===== src/inc/rah_pkg.sv =====
// Constants shared by the access-hold and timeout block.
`default_nettype none
package rah_pkg;
    // System clock rate in MHz.
    localparam int unsigned RAH_CLK_MHZ         = 10;
    // Oscillator rate in Hz.
    localparam int unsigned RAH_OSC_HZ          = 32768;
    // Forced release delay after the first Start, in milliseconds.
    localparam int unsigned RAH_TIMEOUT_MS      = 500;
    // Forced release delay in oscillator edges.
    localparam int unsigned RAH_TIMEOUT_EDGES   = RAH_OSC_HZ * RAH_TIMEOUT_MS / 1000;
    // Longest wait from Stop to the deferred carry, in microseconds.
    localparam int unsigned RAH_CARRY_US        = 61;
    // Same wait in system clock cycles, ten per microsecond.
    localparam int unsigned RAH_CARRY_CYC       = RAH_CARRY_US * RAH_CLK_MHZ;
    // Last prescaler count of one second.
    localparam logic [14:0] RAH_PRESC_LAST      = 15'h7FFF;
    // Seven-bit bus address that the device answers.
    localparam logic [6:0]  RAH_SLAVE_ADDR      = 7'h32;
    // Register pointer value after every Stop.
    localparam logic [3:0]  RAH_PTR_STOP        = 4'hF;
    // Format bit that turns the access into a read after the pointer byte.
    localparam int unsigned RAH_FMT_READ_BIT    = 2;
    // Bits in one byte on the bus.
    localparam logic [3:0]  RAH_BYTE_BITS       = 4'h8;

    // Byte engine states, one-hot.
    typedef enum logic [4:0] {
        RAH_IDLE = 5'b00001,
        RAH_RECV = 5'b00010,
        RAH_ACK  = 5'b00100,
        RAH_SEND = 5'b01000,
        RAH_MACK = 5'b10000
    } rah_state_e;
endpackage
`default_nettype wire


===== src/inc/rah_sync_if.sv =====
// Synchronised level and edge pulses of one outside signal.
`default_nettype none
interface rah_sync_if;
    logic level;  // Synchronised level.
    logic rise;   // One-cycle pulse on a rising edge.
    logic fall;   // One-cycle pulse on a falling edge.
    modport src (output level, output rise, output fall);
    modport dst (input level, input rise, input fall);
endinterface
`default_nettype wire


===== src/rtl/rah_sync.sv =====
// Two-flop synchroniser with edge detection for one outside input.
`default_nettype none
module rah_sync (
    input  wire logic sys_clk,
    input  wire logic sys_rst,
    input  wire logic async_in,
    rah_sync_if.src   sig
);
    logic meta;   // First stage, read only by the second stage.
    logic stab;   // Second stage, safe to use.
    logic prev;   // Delayed copy for edge detection.

    // Idle level is high for both bus lines and harmless for the oscillator.
    always_ff @(posedge sys_clk) begin
        if (sys_rst) begin
            meta <= 1'b1;
            stab <= 1'b1;
            prev <= 1'b1;
        end else begin
            meta <= async_in;
            stab <= meta;
            prev <= stab;
        end
    end

    // Edges are seen between the second and third stage only.
    assign sig.level = stab;
    assign sig.rise  = stab & ~prev;
    assign sig.fall  = ~stab & prev;
endmodule
`default_nettype wire


===== src/rtl/rah_top.sv =====
// Bus access hold, deferred seconds carry and access timeout of the clock.
`default_nettype none
module rah_top
    import rah_pkg::*;
#(
    parameter int unsigned TIMEOUT_EDGES = RAH_TIMEOUT_EDGES,
    parameter logic [14:0] PRESC_LAST    = RAH_PRESC_LAST
) (
    input  wire logic       sys_clk,
    input  wire logic       sys_rst,
    input  wire logic       scl_pin,
    input  wire logic       sda_in,
    output logic            sda_out,
    output logic            sda_oe,
    input  wire logic       osc_in,
    output logic            square_wave_out_pin,
    output logic [3:0]      reg_ptr,
    output logic            reg_wr_en,
    output logic [7:0]      reg_wr_data,
    input  wire logic [7:0] reg_rd_data,
    output logic            time_carry,
    output logic            time_frozen,
    output logic            timeout_fired
);
    rah_sync_if scl ();   // Bus clock, synchronised.
    rah_sync_if sda ();   // Bus data, synchronised.
    rah_sync_if osc ();   // Oscillator, synchronised.

    rah_sync u_scl (.sys_clk(sys_clk), .sys_rst(sys_rst), .async_in(scl_pin), .sig(scl));
    rah_sync u_sda (.sys_clk(sys_clk), .sys_rst(sys_rst), .async_in(sda_in),  .sig(sda));
    rah_sync u_osc (.sys_clk(sys_clk), .sys_rst(sys_rst), .async_in(osc_in),  .sig(osc));

    rah_state_e  state;       // Byte engine state.
    logic        in_access;   // Between first Start and Stop or forced release.
    logic        locked;      // Forced release has fired; stay silent.
    logic        pending;     // Seconds carry waiting for the freeze to end.
    logic [14:0] presc;       // Oscillator edges within the current second.
    logic [14:0] to_cnt;      // Oscillator edges since the first Start.
    logic [7:0]  shreg;       // Byte shift register.
    logic [3:0]  bitcnt;      // Bits taken or given in the current byte.
    logic [1:0]  byte_idx;    // 0 address, 1 pointer, 2 data and later.
    logic        rw_read;     // Direction bit of the address byte.
    logic [3:0]  fmt;         // Transmission format nibble.
    logic        more;        // Master acknowledged the last read byte.

    // Bus conditions while the clock line is high, plus the forced release and the second tick.
    logic start_cond;
    logic stop_cond;
    logic forced;
    logic end_access;
    logic sec_due;
    assign start_cond = scl.level & sda.fall;
    assign stop_cond  = scl.level & sda.rise;
    assign forced     = in_access & osc.rise & (to_cnt == 15'(TIMEOUT_EDGES - 1));
    assign end_access = stop_cond | forced;
    assign sec_due    = osc.rise & (presc == PRESC_LAST);

    // The square-wave pin copies the oscillator, untouched by any adjustment.
    always_ff @(posedge sys_clk) begin
        if (sys_rst) begin
            square_wave_out_pin <= 1'b0;
        end else begin
            square_wave_out_pin <= osc.level;
        end
    end

    // Access window and its watchdog, timed from the first Start only.
    always_ff @(posedge sys_clk) begin
        if (sys_rst) begin
            in_access <= 1'b0;
            to_cnt    <= 15'h0000;
        end else if (end_access) begin
            in_access <= 1'b0;
            to_cnt    <= 15'h0000;
        end else if (start_cond && !in_access) begin
            in_access <= 1'b1;
            to_cnt    <= 15'h0000;
        end else if (in_access && osc.rise) begin
            to_cnt    <= to_cnt + 15'h0001;
        end
    end

    // Silence after a forced release until the master sends a real Stop.
    always_ff @(posedge sys_clk) begin
        if (sys_rst) begin
            locked <= 1'b0;
        end else if (forced) begin
            locked <= 1'b1;
        end else if (stop_cond) begin
            locked <= 1'b0;
        end
    end

    // Seconds prescaler and the carry held back while frozen.
    always_ff @(posedge sys_clk) begin
        if (sys_rst) begin
            presc      <= 15'h0000;
            pending    <= 1'b0;
            time_carry <= 1'b0;
        end else begin
            // The prescaler wraps on the second tick, so a short second also works.
            if (sec_due) begin
                presc <= 15'h0000;
            end else if (osc.rise) begin
                presc <= presc + 15'h0001;
            end
            if (in_access || start_cond) begin
                pending    <= pending | sec_due;
                time_carry <= 1'b0;
            end else begin
                pending    <= 1'b0;
                time_carry <= pending | sec_due;
            end
        end
    end

    // Status outputs registered for the time counters.
    always_ff @(posedge sys_clk) begin
        if (sys_rst) begin
            time_frozen   <= 1'b0;
            timeout_fired <= 1'b0;
        end else begin
            time_frozen   <= in_access | start_cond;
            timeout_fired <= locked | forced;
        end
    end

    // Byte engine: receive, acknowledge, send and pointer handling.
    always_ff @(posedge sys_clk) begin
        if (sys_rst) begin
            state       <= RAH_IDLE;
            shreg       <= 8'h00;
            bitcnt      <= 4'h0;
            byte_idx    <= 2'h0;
            rw_read     <= 1'b0;
            fmt         <= 4'h0;
            more        <= 1'b0;
            reg_ptr     <= RAH_PTR_STOP;
            reg_wr_en   <= 1'b0;
            reg_wr_data <= 8'h00;
            sda_out     <= 1'b0;
            sda_oe      <= 1'b0;
        end else begin
            reg_wr_en <= 1'b0;
            sda_out   <= 1'b0;
            if (end_access) begin
                // Real or forced Stop: release the line and park the pointer.
                state   <= RAH_IDLE;
                sda_oe  <= 1'b0;
                reg_ptr <= RAH_PTR_STOP;
            end else if (start_cond) begin
                // Start or repeated Start: expect an address byte.
                state    <= RAH_RECV;
                sda_oe   <= 1'b0;
                bitcnt   <= 4'h0;
                byte_idx <= 2'h0;
            end else begin
                case (state)
                    RAH_RECV: begin
                        if (scl.rise) begin
                            shreg  <= {shreg[6:0], sda.level};
                            bitcnt <= bitcnt + 4'h1;
                        end else if (scl.fall && bitcnt == RAH_BYTE_BITS) begin
                            if (byte_idx == 2'h0) begin
                                // Only the own address is acknowledged, never while silent.
                                if (shreg[7:1] == RAH_SLAVE_ADDR && !locked) begin
                                    state   <= RAH_ACK;
                                    sda_oe  <= 1'b1;
                                    rw_read <= shreg[0];
                                end else begin
                                    state <= RAH_IDLE;
                                end
                            end else if (byte_idx == 2'h1) begin
                                // Pointer and format nibble.
                                reg_ptr <= shreg[7:4];
                                fmt     <= shreg[3:0];
                                state   <= RAH_ACK;
                                sda_oe  <= 1'b1;
                            end else begin
                                // Data byte to the addressed register; the pointer moves after the strobe.
                                reg_wr_en   <= 1'b1;
                                reg_wr_data <= shreg;
                                state       <= RAH_ACK;
                                sda_oe      <= 1'b1;
                            end
                            if (byte_idx != 2'h2) begin
                                byte_idx <= byte_idx + 2'h1;
                            end
                        end
                    end
                    RAH_ACK: begin
                        // Advance only once the write strobe has shown the old pointer.
                        if (reg_wr_en) begin
                            reg_ptr <= reg_ptr + 4'h1;
                        end
                        if (scl.fall) begin
                            bitcnt <= 4'h0;
                            if (rw_read || (byte_idx == 2'h2 && fmt[RAH_FMT_READ_BIT])) begin
                                // Load the register byte and drive its first bit.
                                state   <= RAH_SEND;
                                shreg   <= reg_rd_data;
                                sda_oe  <= ~reg_rd_data[7];
                                reg_ptr <= reg_ptr + 4'h1;
                            end else begin
                                state  <= RAH_RECV;
                                sda_oe <= 1'b0;
                            end
                        end
                    end
                    RAH_SEND: begin
                        if (scl.rise) begin
                            bitcnt <= bitcnt + 4'h1;
                        end else if (scl.fall) begin
                            if (bitcnt == RAH_BYTE_BITS) begin
                                state  <= RAH_MACK;
                                sda_oe <= 1'b0;
                            end else begin
                                shreg  <= {shreg[6:0], 1'b0};
                                sda_oe <= ~shreg[6];
                            end
                        end
                    end
                    RAH_MACK: begin
                        if (scl.rise) begin
                            more <= ~sda.level;
                        end else if (scl.fall) begin
                            bitcnt <= 4'h0;
                            if (more) begin
                                state   <= RAH_SEND;
                                shreg   <= reg_rd_data;
                                sda_oe  <= ~reg_rd_data[7];
                                reg_ptr <= reg_ptr + 4'h1;
                            end else begin
                                state <= RAH_IDLE;
                            end
                        end
                    end
                    default: begin
                        state  <= RAH_IDLE;
                        sda_oe <= 1'b0;
                    end
                endcase
            end
        end
    end
endmodule
`default_nettype wire


===== config.mk =====
export PLATFORM = sky130hd
export DESIGN_NAME = rah_top
export DESIGN_NICKNAME = d
export VERILOG_FILES = /design/src/inc/rah_pkg.sv /design/src/inc/rah_sync_if.sv /design/src/rtl/rah_sync.sv /design/src/rtl/rah_top.sv
export SDC_FILE = /design/constraint.sdc
export NUM_CORES = 1
export LEC_CHECK = 0
export BUFFER_PORTS_ARGS = -buffer_cell sky130_fd_sc_hd__buf_4
export CELL_PAD_IN_SITES_DETAIL_PLACEMENT = 1
export CELL_PAD_IN_SITES_GLOBAL_PLACEMENT = 2
export CORE_UTILIZATION = 37
export DETAILED_ROUTE_END_ITERATION = 7
export PLACE_DENSITY = 0.83
export SLEW_MARGIN = 20
export SYNTH_ARGS = -nofsm -noshare
export SYNTH_HDL_FRONTEND = slang
export SYNTH_SLANG_ARGS = --single-unit

===== constraint.sdc =====
create_clock -name sys_clk -period 2.75 [get_ports sys_clk]
set_clock_uncertainty 0.15 [all_clocks]
set_input_delay 0.55 -clock sys_clk [delete_from_list [all_inputs] [get_ports sys_clk]]
set_output_delay 0.55 -clock sys_clk [all_outputs]
set_load 0.05 [all_outputs]

==> results of run 1 <==
kinds of logic after synthesis:
family	share of synthesized area, %
simple gates	27.2
xor+xnor	7.14
flops	41.8
fa+ha+maj	2.55
other cells	0.0956
compound gates	13.1
mux	4.78
buf+inv	3.25
area by class of cell:
class                           count  area [um2]
Clock inverter                      5        60.1
Sequential cell                    82        1640
Timing Repair Buffer               45         338
Inverter                           11        41.3
Clock buffer                       11         141
Fill cell                        1235        5780
Multi-Input combinational cell    337        2150
Tap cell                          136         170
power by group through the flow:
stage	registers, uW	logic [uW]	clock network, uW
5_1_grt	1200	103	992
3_3_place_gp	1230	94.0	0
2_1_floorplan	1230	50.6	0
3_5_place_dp	1230	94.9	0
4_1_cts	1200	95.2	946
6_report	1200	94.2	916
critical path, cell delays in order, from the launching register on:
cell and delay, ns:
dfxtp_1 0.65, xor2_1 0.27, o211a_1 0.28, nor2_1 0.11
nor4_2 0.50, mux2_1 0.37
sequential cells by signal, summed over array words and instances, names as in the netlist, 2 cells and up:
| signal | flops |
|---|---|
| bitcnt | 4 |
| byte_idx | 2 |
| presc | 15 |
| reg_ptr | 4 |
| reg_wr_data | 8 |
| shreg | 8 |
| state | 5 |
| to_cnt | 15 |
routing by layer:
metal / vias up / share of wire, % / GRT usage [%]
met1: 1620 / 49 / 25.6
li1: 1656 / - / -
met5: - / 0 / 0
met2: 44 / 46 / 30.3
met3: 16 / 2.4 / 2.50
met4: 0 / 2.0 / 8.45
path summary, 6_finish.rpt:
kind	startpoint	end	slack, ns
min	scl_pin	u_scl.meta	0.22
max	state[4]	shreg[7]	0.32
max reg2reg	state[4]	shreg[7]	0.32
min reg2reg	u_sda.meta	u_sda.sig.level	0.26
metrics by stage:
step,area [um2],total power [uW]
floorplan,3920,1290
global placement,4350,1320
detailed placement,4350,1330
CTS,4550,2240
global route,4550,2300
finish,4550,2210
placed cells by master (no fill, tap or decap), drive strengths merged, types with 12 or more instances in the layout:
master,synthesis,routed
nand3,27,27
xor2,18,18
dfxtp,82,82
xnor2,14,14
a21oi,15,15
buf,9,45
or2,13,13
mux2i,12,12
nand2,41,41
nor2,51,51
o21ai,18,18
inv,11,13
==> impl_metrics.env, run 1 <==
export IMPL_status="finished clean"
export IMPL_yosys_top_cells_area="dfxtp_1 (42%), nor2_1 (4.9%), xor2_1 (4.0%), nand2_1 (3.9%), nand3_1 (3.4%)"
export IMPL_synth_top_area_cell="dfxtp_1"
export IMPL_antenna_found_initial=0
export IMPL_clockPowerShare_pct=41.4
export IMPL_p_comb_share_pct=4.3
export IMPL_ys_seq_elements=82
export IMPL_fin_util_pct=44.0
export IMPL_avgSynthCellArea_um2=8.76
export IMPL_viasPerCell=5.32
export IMPL_clockBufferDepth=2
export IMPL_die_h_um=105
export IMPL_routed_wl_um=9800
export IMPL_dpl_cell_count=611
export IMPL_cts_hold_fix_buffers=0
export IMPL_yosysMostFrequentCell="dfxtp_1"
export IMPL_globalRouteTotalUtil_pct=19.0
export IMPL_gp_congestion=0.858
export IMPL_power_density_nw_per_um2=487
export IMPL_routed_via_count=3336
export IMPL_ir_drop_mv=0.280
export IMPL_slew_headroom_pct=62.7
export IMPL_switching_share_pct=24.0
export IMPL_clkTransAtPathRegs_ns=0.09
export IMPL_worst_hold_path_type="input pin to flop"
export IMPL_tightest_slew_ns=0.554
export IMPL_h_tree_depth=3
export IMPL_grt_max_degree=24
export IMPL_syn_nets=469
export IMPL_cts_sinks=82
export IMPL_period_needed_ns=2.43
export IMPL_synth_common_cells="dfxtp_1 (82), nor2_1 (51), nand2_1 (41)"
export IMPL_core_um2=10300
export IMPL_dp_hpwl_um=7270
export IMPL_setup_violations=0
export IMPL_cts_resized_gates=0
export IMPL_p_leak_uw=0.00171
export IMPL_ant_nets=0
export IMPL_dr_first_iter_drc_count=148
export IMPL_synth_seq_area_share_pct=41.8
export IMPL_ys_types=65
export IMPL_die_area_um2=11000
export IMPL_first_pass_iters=4
export IMPL_grt_pass1_vias=3288
export IMPL_floorplan_rows=37
export IMPL_yosysTopAreaCellShare_pct=41.8
export IMPL_holdWs_ns=0.223
export IMPL_fmax_mhz=412
export IMPL_cp_start_kind="flop"
export IMPL_drv_slew=0
export IMPL_endpoint_kind="flop"
export IMPL_dp_slack_ns=0.392
export IMPL_final_nets=507
export IMPL_fin_setup_tns_ns=0
export IMPL_globalRouteOverflowTotal=0
export IMPL_grt_pass1_wl_um=16500
export IMPL_r2r_cells=5
export IMPL_hold_violations=0
export IMPL_root_buffer="clkbuf_8"
export IMPL_avgRoutedWirePerCell_um=15.6
export IMPL_start_util_pct=38.0
export IMPL_p_int_uw=1680
export IMPL_drive_gt1_share_pct=16.9
export IMPL_min_path_cells=2
export IMPL_timing_final_crit_share_pct=88.2
export IMPL_syn_to_final_growth_pct=15.9
export IMPL_cts_tree="yes"
export IMPL_ys_warn_count=0
export IMPL_chipWidth_um=105
export IMPL_io_pins=32
export IMPL_clk_latency_ns=0.36
export IMPL_power_switching_uw=532
export IMPL_power_frac_seq_pct=54.4
export IMPL_n_antenna_cell=0
export IMPL_rsz0062_at_grt="no"
export IMPL_maxCapViolCount=0
export IMPL_required_ns=2.85
export IMPL_path_max_fanout=13
export IMPL_synth_flop_cell="dfxtp_1"
export IMPL_syn_inst=448
export IMPL_post_cts_setup_buffers=0
export IMPL_synth_async_reset_ratio_pct=0
export IMPL_syn_cell_area_um2=3920
export IMPL_final_instance_count_excl_fill=627
export IMPL_drcViolationCount=0
export IMPL_arrival_ns=2.53
export IMPL_cts_buffers=9
export IMPL_io_buffer_count=30
export IMPL_criticalPathCategory="flop to flop"
export IMPL_synth_edf_count=0
export IMPL_fin_ws_ns=0.324
No activity file was read; power rests on OpenSTA's default activity.
==> inputs of run 2 (changes only) <==
--- a/config.mk
+++ b/config.mk
@@ -8,6 +8,7 @@
 export BUFFER_PORTS_ARGS = -buffer_cell sky130_fd_sc_hd__buf_4
 export CELL_PAD_IN_SITES_DETAIL_PLACEMENT = 1
 export CELL_PAD_IN_SITES_GLOBAL_PLACEMENT = 2
+export CORE_ASPECT_RATIO = 0.8
 export CORE_UTILIZATION = 37
 export DETAILED_ROUTE_END_ITERATION = 7
 export PLACE_DENSITY = 0.83
==> constraint.sdc (replaced) <==
create_clock -name sys_clk -period 2.6 [get_ports sys_clk]
set_clock_uncertainty 0.15 [all_clocks]
set_input_delay 0.52 -clock sys_clk [delete_from_list [all_inputs] [get_ports sys_clk]]
set_output_delay 0.52 -clock sys_clk [all_outputs]
set_load 0.05 [all_outputs]
==> run 2 against run 1 <==
Non-clock buffer count grew 2; design area grew 2.7%; die area is essentially flat; sequential power grew 6%; largest cell class unchanged; highest routed layer unchanged.
==> impl_metrics.env, run 2 (synthesized netlist as in run 1, its figures left out) <==
export IMPL_viasPerCell=5.36
export IMPL_rsz0062_at_grt="no"
export IMPL_cts_sinks=82
export IMPL_hold_violations=0
export IMPL_final_cell_mix="dfxtp_1 (82), nor2_1 (51), buf_4 (47)"
export IMPL_tightest_slew_ns=0.807
export IMPL_gp_congestion=0.822
export IMPL_routed_wl_um=10400
export IMPL_fin_setup_tns_ns=0
export IMPL_mostFrequentLayoutCell="dfxtp_1"
export IMPL_die_h_um=94.1
export IMPL_startpoint="state[4]"
export IMPL_clockBufferDepth=2
export IMPL_ant_nets=0
export IMPL_place_area_um2=4370
export IMPL_drcViolationCount=0
export IMPL_avgRoutedWirePerCell_um=16.4
export IMPL_hp_start="sda_in"
export IMPL_dp_hpwl_um=7610
export IMPL_io_buffer_count=30
export IMPL_slew_headroom_pct=46.2
export IMPL_grt_max_degree=27
export IMPL_fin_ws_ns=0.214
export IMPL_h_tree_depth=3
export IMPL_globalRouteTotalUtil_pct=20.8
export IMPL_core_um2=10300
export IMPL_required_ns=2.66
export IMPL_globalRouteOverflowTotal=0
export IMPL_clk_latency_ns=0.34
export IMPL_chipWidth_um=117
export IMPL_root_buffer="clkbuf_16"
export IMPL_die_area_um2=11000
export IMPL_antenna_found_initial=0
export IMPL_ir_drop_mv=0.306
export IMPL_n_antenna_cell=0
export IMPL_drive_gt1_share_pct=17.2
export IMPL_path_max_fanout=13
export IMPL_syn_to_final_growth_pct=19.0
export IMPL_routed_via_count=3393
export IMPL_top_regs="presc: 15 flops, to_cnt: 15 flops"
export IMPL_slowest_delay_ns=0.71
export IMPL_start_util_pct=38.2
export IMPL_r2r_start="state[4]"
export IMPL_period_needed_ns=2.39
export IMPL_arrival_ns=2.45
export IMPL_timing_final_crit_share_pct=91.8
export IMPL_cts_hold_fix_buffers=0
export IMPL_endpoint_kind="flop"
export IMPL_cts_resized_gates=0
export IMPL_worst_hold_path_type="input pin to flop"
export IMPL_final_area_um2=4670
export IMPL_grt_pass1_wl_um=17500
export IMPL_cts_buffers=9
export IMPL_floorplan_rows=33
export IMPL_cts_tree="yes"
export IMPL_fmax_mhz=419
export IMPL_p_leak_uw=0.00177
export IMPL_first_pass_iters=4
export IMPL_clkTransAtPathRegs_ns=0.07
export IMPL_grt_pass1_vias=3433
export IMPL_post_cts_setup_buffers=0
export IMPL_status="finished clean"
export IMPL_dp_slack_ns=0.247
export IMPL_drv_slew=0
export IMPL_final_nets=509
export IMPL_io_pins=32
export IMPL_crit_slowest_cell="or4_1"
export IMPL_criticalPathCategory="flop to flop"
export IMPL_maxCapViolCount=0
export IMPL_dr_first_iter_drc_count=111
export IMPL_setup_violations=0
export IMPL_power_density_nw_per_um2=575
export IMPL_cp_start_kind="flop"
export IMPL_crit_chain="xor2_1 > o211ai_1 > nor2_1 > or4_1 > mux2i_1"
-- run 2: path summary, 6_finish.rpt --
kind | endpoint | slack, ns | cells after the start
max | shreg[1] | 0.21 | 5
min | u_sda.meta | 0.21 | 2
min reg2reg | u_osc.sig.level | 0.26 | 1
max reg2reg | shreg[1] | 0.21 | 5
-- run 2: routing by layer --
layer,wire [um],GRT usage [%],vias up
met5,0,0,-
met4,153,7.07,0
met3,326,4.00,12
met2,4750,33.1,58
met1,5150,28.0,1658
li1,-,-,1665
-- run 2: power breakdown --
group	leakage, uW	total [uW]	switching (uW)	internal, uW
sequential	0.000663	1270	7.21	1270
combinational	0.000961	102	63.6	38.6
clock	0.000142	1310	533	776
-- run 2: area by class of cell --
type | count | area [um2]
well taps | 140 | 175
clock buffers | 11 | 243
inverters | 11 | 41.3
flip-flops and latches | 82 | 1640
fillers | 1174 | 5610
repair buffers | 47 | 353
clock inverters | 5 | 62.6
multi-input cells | 337 | 2150
-- run 2: per-stage QoR --
stage	hold WS (ns)	total power [uW]	util, %	instances
after floorplan	0.239	1360	-	448
after global placement	0.243	1400	42.5	617
after detailed placement	0.251	1400	42.5	617
after CTS	0.201	2730	45.4	633
after global routing	0.206	2790	45.4	633
final	0.215	2680	45.4	633
-- run 2: critical path, delay by kind of cell (launching register included) --
family	cells	cell delay, ns
and+or+nand+nor	2	0.84
DFF	1	0.66
AOI/OAI and AO/OA	1	0.27
muxes	1	0.18
xor gates and xnor gates	1	0.16
